<file path="src/rtl/cms_pkg.sv">
package cms_pkg;

   // ****************************************************************
   // Strap indices and sizes
   // ****************************************************************
   localparam int STRAP_COUNT = 6;
   localparam int STRAP_PRIMARY = 0;
   localparam int STRAP_SECONDARY = 1;
   localparam int STRAP_SWING = 2;
   localparam int STRAP_EDGE = 3;
   localparam int STRAP_CAL = 4;
   localparam int STRAP_RANGE = 5;
   localparam int SYNC_STAGES = 2;
   localparam logic [1:0] SETTLE_CYCLES = 2'h3;

   // ****************************************************************
   // Reset values
   // ****************************************************************
   localparam logic RST_SERIAL_MODE = 1'h0;
   localparam logic RST_REDUCED_RANGE = 1'h0;
   localparam logic RST_REDUCED_SWING = 1'h0;
   localparam logic RST_EDGE_POS = 1'h1;
   localparam logic RST_DDR = 1'h0;
   localparam logic RST_CAL_LONG = 1'h0;
   localparam logic RST_DUAL_EDGE = 1'h0;
   localparam logic IDLE_SERIAL_CLOCK = 1'h0;
   localparam logic IDLE_SERIAL_DATA = 1'h0;
   localparam logic IDLE_CHIP_SELECT = 1'h1;

   // ****************************************************************
   // Types
   // ****************************************************************
   typedef enum logic [1:0] {
      CMS_LOW = 2'h0,
      CMS_HIGH = 2'h1,
      CMS_FLOAT = 2'h3
   } cms_level_t;

   typedef enum logic {
      CMS_MODE_PIN = 1'h0,
      CMS_MODE_SERIAL = 1'h1
   } cms_mode_t;

   typedef struct packed {
      logic [STRAP_COUNT-1:0] high;
      logic [STRAP_COUNT-1:0] low;
   } cms_sense_t;

   typedef struct packed {
      logic reduced_range;
      logic reduced_swing;
      logic output_edge_select;
      logic ddr_enable;
      logic calibration_delay_select;
      logic dual_edge_sampling;
   } cms_cfg_t;

   typedef struct packed {
      logic serial_clock;
      logic serial_data_in;
      logic serial_chip_select;
   } cms_serial_t;

   localparam cms_cfg_t CFG_RESET = '{
      reduced_range: RST_REDUCED_RANGE,
      reduced_swing: RST_REDUCED_SWING,
      output_edge_select: RST_EDGE_POS,
      ddr_enable: RST_DDR,
      calibration_delay_select: RST_CAL_LONG,
      dual_edge_sampling: RST_DUAL_EDGE
   };

   localparam cms_serial_t SERIAL_IDLE = '{
      serial_clock: IDLE_SERIAL_CLOCK,
      serial_data_in: IDLE_SERIAL_DATA,
      serial_chip_select: IDLE_CHIP_SELECT
   };

endpackage

</file>
<file path="src/rtl/cms_strap_decode.sv">
// Overview of operation
// - Primary select high forces pin-programmed mode.
// - Primary floating, secondary float/high: range strap float selects serial.
// - Primary low, secondary float/high: serial mode.
// - Pin mode: straps set all except edge select when edge floats, serial ignored.
// - Range strap low reduced, high normal.
// - Swing strap low reduced, high normal.
// - Edge strap high positive, low negative edge.
// - Edge strap floating selects double data rate.
// - Calibration strap low short, high long delay.
// - Calibration strap floating: short delay, dual-edge.
// - Serial mode: swing/edge/cal pins become serial.
`timescale 1ns/1ps
`default_nettype none

module cms_strap_decode (
   input wire logic clk_sys,
   input wire logic resetn,
   input wire cms_pkg::cms_sense_t strap_sense,
   output var logic serial_mode,
   output var cms_pkg::cms_cfg_t pin_cfg,
   output var cms_pkg::cms_serial_t serial_port
);

   // ****************************************************************
   // Resolution helper
   // ****************************************************************

   // A pad that senses both thresholds at once is treated as floating.
   function automatic cms_pkg::cms_level_t resolve(input logic hi, input logic lo);
      cms_pkg::cms_level_t lvl;
      lvl = cms_pkg::CMS_FLOAT;
      if (hi && !lo) begin
         lvl = cms_pkg::CMS_HIGH;
      end else if (lo && !hi) begin
         lvl = cms_pkg::CMS_LOW;
      end
      return lvl;
   endfunction

   // ****************************************************************
   // Pin synchronisers
   // ****************************************************************
   logic [cms_pkg::STRAP_COUNT-1:0] high_meta_reg;
   logic [cms_pkg::STRAP_COUNT-1:0] high_sync_reg;
   logic [cms_pkg::STRAP_COUNT-1:0] low_meta_reg;
   logic [cms_pkg::STRAP_COUNT-1:0] low_sync_reg;
   cms_pkg::cms_level_t level [cms_pkg::STRAP_COUNT];

   genvar gi;
   generate
      for (gi = 0; gi < cms_pkg::STRAP_COUNT; gi++) begin : g_strap
         always_ff @(posedge clk_sys or negedge resetn) begin
            if (!resetn) begin
               high_meta_reg[gi] <= 1'h0;
               high_sync_reg[gi] <= 1'h0;
               low_meta_reg[gi] <= 1'h0;
               low_sync_reg[gi] <= 1'h0;
            end else begin
               high_meta_reg[gi] <= strap_sense.high[gi];
               high_sync_reg[gi] <= high_meta_reg[gi];
               low_meta_reg[gi] <= strap_sense.low[gi];
               low_sync_reg[gi] <= low_meta_reg[gi];
            end
         end

         // Each strap is reduced to one of three states.
         always_comb begin
            level[gi] = resolve(high_sync_reg[gi], low_sync_reg[gi]);
         end
      end
   endgenerate

   // ****************************************************************
   // Synchroniser fill
   // ****************************************************************
   logic [cms_pkg::SYNC_STAGES-1:0] fill_reg;
   logic sync_full;

   // Cleared stages read as all floating, which would decode to serial mode with chip
   // select asserted, even with the primary select high; outputs keep their reset values
   // until both stages hold real pin samples.
   always_ff @(posedge clk_sys or negedge resetn) begin
      if (!resetn) begin
         fill_reg <= {cms_pkg::SYNC_STAGES{1'h0}};
      end else begin
         fill_reg <= {fill_reg[cms_pkg::SYNC_STAGES-2:0], 1'h1};
      end
   end
   assign sync_full = fill_reg[cms_pkg::SYNC_STAGES-1];

   // ****************************************************************
   // Mode decode
   // ****************************************************************
   cms_pkg::cms_mode_t mode_next;
   logic secondary_ok;

   // A low secondary select keeps the serial interface shut.
   always_comb begin
      secondary_ok = (level[cms_pkg::STRAP_SECONDARY] != cms_pkg::CMS_LOW);
      mode_next = cms_pkg::CMS_MODE_PIN;
      case (level[cms_pkg::STRAP_PRIMARY])
         cms_pkg::CMS_HIGH: begin
            mode_next = cms_pkg::CMS_MODE_PIN;
         end
         cms_pkg::CMS_LOW: begin
            if (secondary_ok) begin
               mode_next = cms_pkg::CMS_MODE_SERIAL;
            end
         end
         default: begin
            if (secondary_ok && level[cms_pkg::STRAP_RANGE] == cms_pkg::CMS_FLOAT) begin
               mode_next = cms_pkg::CMS_MODE_SERIAL;
            end
         end
      endcase
   end

   // ****************************************************************
   // Setting decode
   // ****************************************************************
   cms_pkg::cms_cfg_t cfg_next;

   // In serial mode the settings hold their last values: strap-programmed, or the reset values if no pin mode came first.
   always_comb begin
      cfg_next = pin_cfg;
      if (mode_next == cms_pkg::CMS_MODE_PIN) begin
         cfg_next.reduced_range = (level[cms_pkg::STRAP_RANGE] == cms_pkg::CMS_LOW);
         // A floating swing strap is unused and keeps normal swing.
         cfg_next.reduced_swing = (level[cms_pkg::STRAP_SWING] == cms_pkg::CMS_LOW);
         case (level[cms_pkg::STRAP_EDGE])
            cms_pkg::CMS_HIGH: begin
               cfg_next.output_edge_select = 1'h1;
               cfg_next.ddr_enable = 1'h0;
            end
            cms_pkg::CMS_LOW: begin
               cfg_next.output_edge_select = 1'h0;
               cfg_next.ddr_enable = 1'h0;
            end
            default: begin
               // The edge choice is irrelevant when data leaves on both edges.
               cfg_next.output_edge_select = pin_cfg.output_edge_select;
               cfg_next.ddr_enable = 1'h1;
            end
         endcase
         case (level[cms_pkg::STRAP_CAL])
            cms_pkg::CMS_HIGH: begin
               cfg_next.calibration_delay_select = 1'h1;
               cfg_next.dual_edge_sampling = 1'h0;
            end
            cms_pkg::CMS_LOW: begin
               cfg_next.calibration_delay_select = 1'h0;
               cfg_next.dual_edge_sampling = 1'h0;
            end
            default: begin
               cfg_next.calibration_delay_select = 1'h0;
               cfg_next.dual_edge_sampling = 1'h1;
            end
         endcase
      end
   end

   // ****************************************************************
   // Serial pin routing
   // ****************************************************************
   cms_pkg::cms_serial_t serial_next;

   // Outside serial mode the port sits idle so that no access can land.
   always_comb begin
      serial_next = cms_pkg::SERIAL_IDLE;
      if (mode_next == cms_pkg::CMS_MODE_SERIAL) begin
         serial_next.serial_clock = high_sync_reg[cms_pkg::STRAP_SWING];
         serial_next.serial_data_in = high_sync_reg[cms_pkg::STRAP_EDGE];
         serial_next.serial_chip_select = high_sync_reg[cms_pkg::STRAP_CAL];
      end
   end

   // ****************************************************************
   // Output registers
   // ****************************************************************
   always_ff @(posedge clk_sys or negedge resetn) begin
      if (!resetn) begin
         serial_mode <= cms_pkg::RST_SERIAL_MODE;
      end else if (!sync_full) begin
         serial_mode <= cms_pkg::RST_SERIAL_MODE;
      end else begin
         serial_mode <= (mode_next == cms_pkg::CMS_MODE_SERIAL);
      end
   end

   always_ff @(posedge clk_sys or negedge resetn) begin
      if (!resetn) begin
         pin_cfg <= cms_pkg::CFG_RESET;
      end else if (!sync_full) begin
         pin_cfg <= cms_pkg::CFG_RESET;
      end else begin
         pin_cfg <= cfg_next;
      end
   end

   always_ff @(posedge clk_sys or negedge resetn) begin
      if (!resetn) begin
         serial_port <= cms_pkg::SERIAL_IDLE;
      end else if (!sync_full) begin
         serial_port <= cms_pkg::SERIAL_IDLE;
      end else begin
         serial_port <= serial_next;
      end
   end

   // ****************************************************************
   // Assertions
   // ****************************************************************

   // Counts edges since reset so that pin history three deep is valid.
   logic [1:0] settle_reg;
   logic settled;
   always_ff @(posedge clk_sys or negedge resetn) begin
      if (!resetn) begin
         settle_reg <= 2'h0;
      end else if (settle_reg != cms_pkg::SETTLE_CYCLES) begin
         settle_reg <= settle_reg + 2'h1;
      end
   end
   assign settled = (settle_reg == cms_pkg::SETTLE_CYCLES);

   logic [cms_pkg::STRAP_COUNT-1:0] pin_hi;
   logic [cms_pkg::STRAP_COUNT-1:0] pin_lo;
   logic [cms_pkg::STRAP_COUNT-1:0] pin_fl;
   assign pin_hi = strap_sense.high & ~strap_sense.low;
   assign pin_lo = strap_sense.low & ~strap_sense.high;
   assign pin_fl = ~(pin_hi | pin_lo);
endmodule // cms_strap_decode

`default_nettype wire

</file>
<file path="config.mk">
export PLATFORM = sky130hd
export DESIGN_NAME = cms_strap_decode
export DESIGN_NICKNAME = d
export VERILOG_FILES = /design/src/rtl/cms_pkg.sv /design/src/rtl/cms_strap_decode.sv
export SDC_FILE = /design/constraint.sdc
export NUM_CORES = 1
export LEC_CHECK = 0
export ABC_AREA = 1
export BUFFER_PORTS_ARGS = -buffer_cell sky130_fd_sc_hd__clkbuf_2
export CAP_MARGIN = 20
export CORE_MARGIN = 2
export CORE_UTILIZATION = 51
export DETAILED_ROUTE_END_ITERATION = 10
export HOLD_SLACK_MARGIN = 0.05
export PLACE_DENSITY = 0.82
export SYNTH_ARGS = -nofsm -noshare
export SYNTH_HDL_FRONTEND = slang
export SYNTH_SLANG_ARGS = --single-unit
</file>
<file path="constraint.sdc">
create_clock -name clk_sys -period 1.63 [get_ports clk_sys]
set_input_delay 0 -clock clk_sys [delete_from_list [all_inputs] [get_ports clk_sys]]
set_output_delay 0 -clock clk_sys [all_outputs]
set_load 0.01 [all_outputs]
</file>
==> results.py, run 1 <==
metrics = {
    "cts": {
        "cts_setup_buffers": 0,
        "clock_sinks": 36,
        "htree_levels": 2,
        "clockBufferDepth": 2,
        "cts-root-buf": "clkbuf_4",
        "clock_latency_ps": 310,
        "numCtsBuffers": 5,
        "cts.clk_slew.worst_paths_ps": 100,
        "cts_tree": "done",
    },
    "final_layout": {
        "seqCellArea_sq_um": 903,
        "area_delta_synth_final_pct": 29.3,
        "num-nets-final": 142,
        "final_layout_size_suffix_gt1_share_pct": 29.0,
        "multi_input_comb_area_sq_um": 186,
        "layout_common_cells": "dfrtp_1 (34), clkbuf_2 (23), nand2_1 (17), dlygate4sd3_1 (13), inv_1 (9)",
        "final_common_cell": "dfrtp_1",
        "fin_cells": 152,
        "final_area_sq_um": 1470,
        "n_fill_cell": 171,
        "diodes": 0,
    },
    "global_route": {
        "antenna_found_initial": 0,
        "grt_remaining_overflow": 0,
        "first_global_vias": 629,
        "grt_pass1_wl_microns": 2530,
        "grt_use_total_pct": 14.1,
        "grt_max_degree": 37,
    },
    "logic_synthesis": {
        "ys_ff_latch": 36,
        "synth_seq_area_share_pct": 79.3,
        "syn_inst": 82,
        "avgSynthCellArea_sq_um": 13.9,
        "syn_area_sq_um": 1140,
        "ys_warn_count": 0,
        "synth_fp_nets": 100,
        "synth.distinct_cells": 14,
    },
    "die": {
        "die_x_microns": 51.3,
        "core-area_sq_um": 2170,
        "start_util_pct": 52.5,
        "pin_count": 24,
        "die_h_microns": 51.3,
        "die_area_sq_um": 2630,
        "num_rows": 17,
    },
    "route": {
        "drt_iter0_markers": 5,
        "vias": 651,
        "post_drt_wl_per_cell_microns": 9.67,
        "viasPerCell": 4.28,
        "route.detailed.drc": 0,
        "drtAntennaViolNets": 0,
        "drtPass1Iterations": 4,
        "routed_wl_microns": 1470,
    },
    "power_and_ir_drop": {
        "p_int_mw": 1.25,
        "switching_share_pct": 20.9,
        "power.density_nw_per_um2": 1080,
        "ir_drop_mv": 0.717,
        "seqPwrFrac_pct": 61.0,
        "switchingPower_mw": 0.331,
        "power_leakage_nw": 0.790,
        "clock_power_share_pct": 30.7,
        "comb_power_share_pct": 8.3,
    },
    "timing": {
        "finalHoldViolations": 0,
        "setup_viol": 0,
        "slew_violations": 0,
        "rsz0062_at_grt": "no",
        "finalSetupTns_ps": 0,
        "max_freq_mhz": 743,
        "tightest_slew_ps": 801,
        "final.period_utilization_pct": 82.6,
        "finalClockSkew_ps": 9.95,
        "finalWorstSetupSlack_ps": 284,
        "slew_headroom_pct": 46.6,
        "period_needed_ps": 1350,
        "fin_hold_ws_ps": 295,
    },
    "critical_path": {
        "critical_path_class": "flop to flop",
        "critical_path.startpoint_type": "flop",
        "required_ps": 1840,
        "cp_max_fo": 11,
        "critPathCaptureType": "flop",
        "crit_arrival_ps": 1560,
    },
    "placed_design": {
        "gp_congestion": 0.796,
        "place_worst_setup_slack_ps": 304,
        "placedCellCount": 132,
        "port-buffer-count": 23,
        "place_area_sq_um": 1280,
        "dpl.hpwl_microns": 1000,
    },
    "run_status": {
        "outcome": "complete, no violations",
    },
    "flow_run": {
        "drv_cap": 0,
    },
    "min_path": {
        "hold_path_class": "input port to async pin",
    },
}
==> stage by stage <==
step           utilization (%)  power, mW
6_report                  67.9       1.58
5_1_grt                   67.9       1.67
4_1_cts                   67.9       1.61
3_5_place_dp              58.9       1.09
3_3_place_gp              58.9       1.09
2_1_floorplan                -       1.04
==> final cells by class <==
type,count,share of cell area (%)
sequential,36,61.3
timing repair buffer,36,16.7
multi-input combinational,35,12.7
clock buffer,7,4.42
inverter,10,2.55
tap,28,2.38
==> cells by family (layout without fill, tap and decap cells) <==
logic type	Yosys count	in the layout	synth area share, %
flops	36	36	79.3
buf+inv	11	53	4.29
other cells	1	1	0.329
fa+ha+maj	4	4	4.40
simple gates	29	29	10.9
compound gates	1	1	0.769
==> routing by layer <==
layer  wire length [microns]  part of all wire, %  vias to the layer above  track usage, %
met3                      80                  5.4                        2            5.26
li1                        -                    -                      330               -
met5                       0                    0                        -               0
met2                     768                   52                       19            23.2
met4                      18                  1.2                        0            9.21
met1                     602                   41                      300            15.3
==> cells in the mapped netlist, drive strengths merged <==
library cell	n	area (sq um)
or2	2	12.5
inv	10	37.5
nand3	6	30.0
nand2	18	70.1
dfstp	2	52.6
buf	1	11.3
conb	1	3.75
nor2	3	11.3
a21oi	1	8.76
dfrtp	34	851
ha	4	50.1
==> worst paths after layout <==
| path | startpoint | endpoint | slack [ps] | depth (start not counted) |
|---|---|---|---|---|
| worst min register to register | low_meta_reg[4] | low_sync_reg[4] | 350 | 0 |
| worst max-delay path | high_sync_reg[0] | pin_cfg[5] | 280 | 8 |
| min in group clk_sys | strap_sense[3] | low_meta_reg[3] | 320 | 2 |
| worst min-delay path | resetn | pin_cfg[2] | 290 | 2 |
| max in group asynchronous | resetn | low_sync_reg[2] | 830 | 2 |
| worst max register to register | high_sync_reg[0] | pin_cfg[5] | 280 | 8 |
==> critical path, stage by stage, from the launching register on <==
cell and delay, ps:
dfrtp_1 330, inv_1 40, ha_1 300, nand2_1 90
nand2_1 60, nand2_2 160, inv_1 130, nand2_1 80
nand2_1 50
==> power by group through the flow <==
stage,logic (mW),registers (mW),clock network [mW]
after global routing,0.150,0.973,0.547
after global placement,0.105,0.982,0
after CTS,0.133,0.968,0.507
final,0.131,0.967,0.486
after floorplan,0.0455,0.990,0
after detailed placement,0.109,0.986,0
==> what timing repair did <==
item	in CTS	in global routing
endpoints found under the hold margin	46	0
setup endpoints to repair	0	0
hold buffers	13	0
gates resized for setup	0	0
Power figures use the tool's default switching activity.
==> inputs of run 2 (changes only) <==
- CORE_UTILIZATION: 51 -> 46
- PLACE_DENSITY: 0.82 -> 0.79
- clock period: 1.63 -> 1.2 ns (I/O delays scaled with it)
==> results.py, run 2 (synthesis gave the netlist of run 1 again) <==
metrics = {
    "critical_path": {
        "critPathCaptureType": "flop",
        "cp_max_fo": 5,
        "crit_arrival_ps": 1480,
        "crit_buf_inv": 1,
        "required_ps": 1460,
        "critical_path.startpoint_type": "flop",
        "path_cells": "ha_1 -> inv_1 -> nand2_1 -> nand2_2 -> nand2_2 -> or2_1",
        "max_stage_delay_ps": 380,
        "critical_path_class": "flop to flop",
        "critPathTopFamily": "simple AND/OR/NAND/NOR gates",
        "slowest_stage": "dfrtp_1",
        "critPathMostFrequentCell": "nand2_2",
    },
    "timing": {
        "period_needed_ps": 1210,
        "finalClockSkew_ps": 6.84,
        "rsz0062_at_grt": "yes",
        "slew_violations": 0,
        "finalHoldViolations": 0,
        "setup_viol": 1,
        "finalSetupTns_ps": -13.4,
        "max_freq_mhz": 824,
        "finalWorstSetupSlack_ps": -13.4,
        "final.period_utilization_pct": 101,
        "fin_hold_ws_ps": 130,
    },
    "final_layout": {
        "num-nets-final": 145,
        "post-route-util_pct": 62.9,
        "final_area_sq_um": 1520,
        "final_layout_size_suffix_gt1_share_pct": 32.0,
        "diodes": 0,
        "area_delta_synth_final_pct": 33.1,
        "fin_cells": 158,
        "final_common_cell": "dfrtp_1",
        "layout_common_cells": "dfrtp_1 (34), clkbuf_2 (23), nand2_1 (15), dlygate4sd3_1 (13), inv_1 (8)",
    },
    "global_route": {
        "grt_use_total_pct": 15.2,
        "grt_pass1_wl_microns": 2900,
        "first_global_vias": 702,
        "antenna_found_initial": 0,
        "grt_max_degree": 22,
        "grt_remaining_overflow": 0,
    },
    "power_and_ir_drop": {
        "ir_drop_mv": 0.984,
        "power.density_nw_per_um2": 1410,
        "power_leakage_nw": 0.807,
        "power_mw": 2.14,
    },
    "route": {
        "post_drt_wl_per_cell_microns": 10.1,
        "vias": 698,
        "viasPerCell": 4.42,
        "drtAntennaViolNets": 0,
        "routed_wl_microns": 1590,
        "drt_iter0_markers": 2,
        "drtPass1Iterations": 4,
        "route.detailed.drc": 0,
    },
    "placed_design": {
        "placedCellCount": 136,
        "place_worst_setup_slack_ps": -105,
        "gp_congestion": 0.784,
        "port-buffer-count": 23,
        "place_area_sq_um": 1310,
        "dpl.hpwl_microns": 1070,
    },
    "cts": {
        "clockBufferDepth": 2,
        "cts_setup_buffers": 0,
        "clock_sinks": 36,
        "clock_latency_ps": 320,
        "cts.clk_slew.worst_paths_ps": 100,
        "cts_tree": "done",
        "htree_levels": 2,
        "cts-root-buf": "clkbuf_4",
        "numCtsBuffers": 5,
    },
    "min_path": {
        "hold_path_class": "input port to async pin",
    },
    "die": {
        "num_rows": 18,
        "die_h_microns": 53.8,
        "start_util_pct": 47.2,
        "die_x_microns": 53.8,
        "core-area_sq_um": 2410,
        "pin_count": 24,
        "die_area_sq_um": 2890,
    },
    "run_status": {
        "outcome": "finished, violations left",
        "violations": "setup timing",
    },
    "flow_run": {
        "drv_cap": 0,
    },
}
[run 2: cell count changes in the layout (fill, tap and decap cells not counted), sizes merged]
| cell | change |
|---|---|
| buf | +2 |
| clkbuf | +1 |
| nand2 | +1 |
[run 2: power breakdown]
group	internal [mW]	total [mW]	switching (mW)	leakage (nW)
clock	0.289	0.629	0.341	0.0326
sequential	1.29	1.31	0.0257	0.431
combinational	0.0974	0.202	0.105	0.343
total	1.67	2.14	0.471	0.807
[run 2: cell type report]
| type | count | area [sq um] |
|---|---|---|
| Multi-Input combinational cell | 36 | 203 |
| Clock buffer | 8 | 58.8 |
| Timing Repair Buffer | 38 | 273 |
| Sequential cell | 36 | 903 |
| Fill cell | 179 | 895 |
| Inverter | 10 | 40.0 |
| Tap cell | 30 | 37.5 |
[run 2: final timing paths]
kind,start,depth (start not counted),endpoint,slack (ps)
hold / removal,resetn,2,low_sync_reg[0],130
max in group asynchronous,resetn,3,serial_port[0],550
setup / recovery,low_sync_reg[0],6,serial_port[0],-10
setup reg to reg,low_sync_reg[0],6,serial_port[0],-10
hold reg to reg,low_meta_reg[0],0,low_sync_reg[0],350
min in group clk_sys,strap_sense[0],2,low_meta_reg[0],320
[run 2: routing by layer]
layer / vias to the layer above / wire (microns) / GRT usage (%)
met1: 326 / 552 / 15.2
li1: 338 / - / -
met5: - / 0 / 0
met3: 7 / 120 / 6.67
met4: 0 / 42 / 8.97
met2: 27 / 874 / 26.0
[run 2: timing repair]
action / 4_1_cts / 5_1_grt
endpoints found under the setup margin: 8 / 8
hold endpoints to repair: 46 / 0
resized for setup: 5 / 0
hold buffers: 13 / 0
pin swaps: 5 / 0
gates cloned: 1 / 0
==> inputs of run 3 (changes only) <==
- ABC_AREA: 1 -> not set
==> results.py, run 3 <==
metrics = {
    "final_layout": {
        "layout_common_cells": "dfrtp_1 (34), clkbuf_2 (23), dlygate4sd3_1 (13), nand2_1 (9)",
        "area_delta_synth_final_pct": 34.0,
        "post-route-util_pct": 63.9,
        "multi_input_comb_area_sq_um": 283,
        "num-nets-final": 134,
        "diodes": 0,
        "final_area_sq_um": 1550,
        "final_layout_size_suffix_gt1_share_pct": 36.8,
        "seqCellArea_sq_um": 903,
        "fin_cells": 147,
        "n_fill_cell": 188,
        "final_common_cell": "dfrtp_1",
    },
    "route": {
        "viasPerCell": 4.51,
        "drtAntennaViolNets": 0,
        "routed_wl_microns": 1740,
        "vias": 663,
        "drtPass1Iterations": 4,
        "drt_iter0_markers": 5,
        "post_drt_wl_per_cell_microns": 11.8,
        "route.detailed.drc": 0,
    },
    "critical_path": {
        "critPathCaptureType": "flop",
        "critical_path.startpoint_type": "flop",
        "cp_max_fo": 5,
        "crit_arrival_ps": 1620,
        "critical_path_class": "flop to flop",
        "required_ps": 1420,
    },
    "timing": {
        "rsz0062_at_grt": "yes",
        "period_needed_ps": 1400,
        "finalWorstSetupSlack_ps": -201,
        "slew_violations": 0,
        "finalClockSkew_ps": 7.86,
        "max_freq_mhz": 714,
        "finalHoldViolations": 0,
        "finalSetupTns_ps": -1640,
        "final.period_utilization_pct": 117,
        "setup_viol": 10,
        "fin_hold_ws_ps": 227,
    },
    "placed_design": {
        "port-buffer-count": 23,
        "place_worst_setup_slack_ps": -217,
        "placedCellCount": 125,
        "gp_congestion": 0.695,
        "place_area_sq_um": 1340,
        "dpl.hpwl_microns": 1130,
    },
    "logic_synthesis": {
        "avgSynthCellArea_sq_um": 16.1,
        "muxShareOfSynthArea_pct": 5.50,
        "synth_fp_nets": 90,
        "ys_ff_latch": 36,
        "yosys.area.top_type": "dfrtp_1",
        "syn_inst": 72,
        "synth_top_family_by_area": "simple AND/OR/NAND/NOR gates",
        "synth_fa_ha_area_share_pct": 4.31,
        "ys.flop_type": "dfrtp_1",
        "synth_area_leaders": "dfrtp_1 (73%), dfstp_2 (4.5%), ha_1 (4.3%), mux2i_1 (4.3%), nand2_1 (2.9%)",
        "synth-simple-area-share_pct": 8.31,
        "synth.distinct_cells": 17,
        "synth_edf_count": 0,
        "synth_top_area_share_pct": 73.4,
        "yosysMostFrequentCell": "dfrtp_1",
        "synth_seq_area_share_pct": 77.9,
        "ys_warn_count": 0,
        "synth_compound_area_share_pct": 1.62,
        "syn_area_sq_um": 1160,
        "synth-async-reset-ratio_pct": 100,
        "synthTopCellsByCount": "dfrtp_1 (34), nand2_1 (9), inv_1 (5), mux2i_1 (5), ha_1 (4)",
        "synth_xor_area_share_pct": 0,
    },
    "global_route": {
        "grt_remaining_overflow": 0,
        "grt_pass1_wl_microns": 3010,
        "first_global_vias": 674,
        "grt_max_degree": 37,
        "grt_use_total_pct": 15.9,
        "antenna_found_initial": 0,
    },
    "power_and_ir_drop": {
        "power.density_nw_per_um2": 1410,
        "power_leakage_nw": 0.753,
        "ir_drop_mv": 0.838,
        "power_mw": 2.19,
    },
    "die": {
        "start_util_pct": 47.7,
        "die_h_microns": 54.2,
        "die_x_microns": 54.2,
        "core-area_sq_um": 2430,
        "die_area_sq_um": 2940,
        "pin_count": 24,
        "num_rows": 18,
    },
    "cts": {
        "cts_tree": "done",
        "clock_latency_ps": 320,
        "cts.clk_slew.worst_paths_ps": 100,
        "cts-root-buf": "clkbuf_4",
        "htree_levels": 2,
        "clock_sinks": 36,
        "numCtsBuffers": 5,
        "clockBufferDepth": 2,
    },
    "flow_run": {
        "drv_cap": 0,
    },
    "min_path": {
        "hold_path_class": "input port to async pin",
    },
    "run_status": {
        "outcome": "finished, violations left",
        "violations": "setup timing",
    },
}
[run 3: cell types whose count changed after synthesis, moves of 2 or more]
cell	before	now
and3_1	0	2
inv_1	9	5
mux2i_1	0	5
nand2_1	17	9
nand3_1	6	0
nand3b_1	0	2
nor2_1	3	0
[run 3: worst paths after layout]
path                                  startpoint                to  slack, ps  cells past startpoint
worst max-delay path             low_sync_reg[0]    serial_port[1]       -200                      4
worst min-delay path                      resetn  high_sync_reg[1]        230                      3
worst max register to register   low_sync_reg[0]    serial_port[1]       -200                      4
worst min register to register  high_meta_reg[0]  high_sync_reg[0]        350                      0
max in group asynchronous                 resetn    serial_port[0]        630                      3
min in group clk_sys              strap_sense[7]  high_meta_reg[1]        310                      2
[run 3: routing by layer]
metal  global-route usage (%)  up-vias  share of wire (%)
met4                     11.3        0                2.0
met5                        0        -                  0
met1                     17.4      318                 43
li1                         -      318                  -
met2                     24.3       25                 49
met3                     7.38        2                5.8
[run 3: timing repair]
action | CTS | global route
hold endpoints to repair | 48 | 0
setup buffers | 0 | 0
pin swaps | 1 | 3
gates cloned | 1 | 0
hold buffers | 13 | 0
setup endpoints to repair | 10 | 10
resized for setup | 1 | 4
[run 3: cell families (layout without fill, tap and decap cells)]
| group | after synthesis | count (layout) |
|---|---|---|
| adders and majority gates | 4 | 4 |
| muxes | 6 | 6 |
| AOI/OAI and AO/OA | 2 | 2 |
| buffers and inverters | 6 | 50 |
| other | 1 | 1 |
| DFF | 36 | 36 |
| and+or+nand+nor | 17 | 18 |
[run 3: area by class of cell]
type,count,area share (%)
Sequential cell,36,58.1
Clock buffer,8,3.78
Inverter,5,1.21
Timing Repair Buffer,37,16.3
Multi-Input combinational cell,31,18.2
Tap cell,30,2.42
[run 3: power breakdown]
| group | switching, mW | total (mW) | internal (mW) |
|---|---|---|---|
| clock | 0.348 | 0.637 | 0.289 |
| combinational | 0.113 | 0.237 | 0.125 |
| sequential | 0.0316 | 1.31 | 1.28 |
[run 3: critical path: stages (launching register included)]
cell and delay [ps]:
dfrtp_1 410, ha_4 280, mux2i_4 320, nor2_4 100, and3_4 180
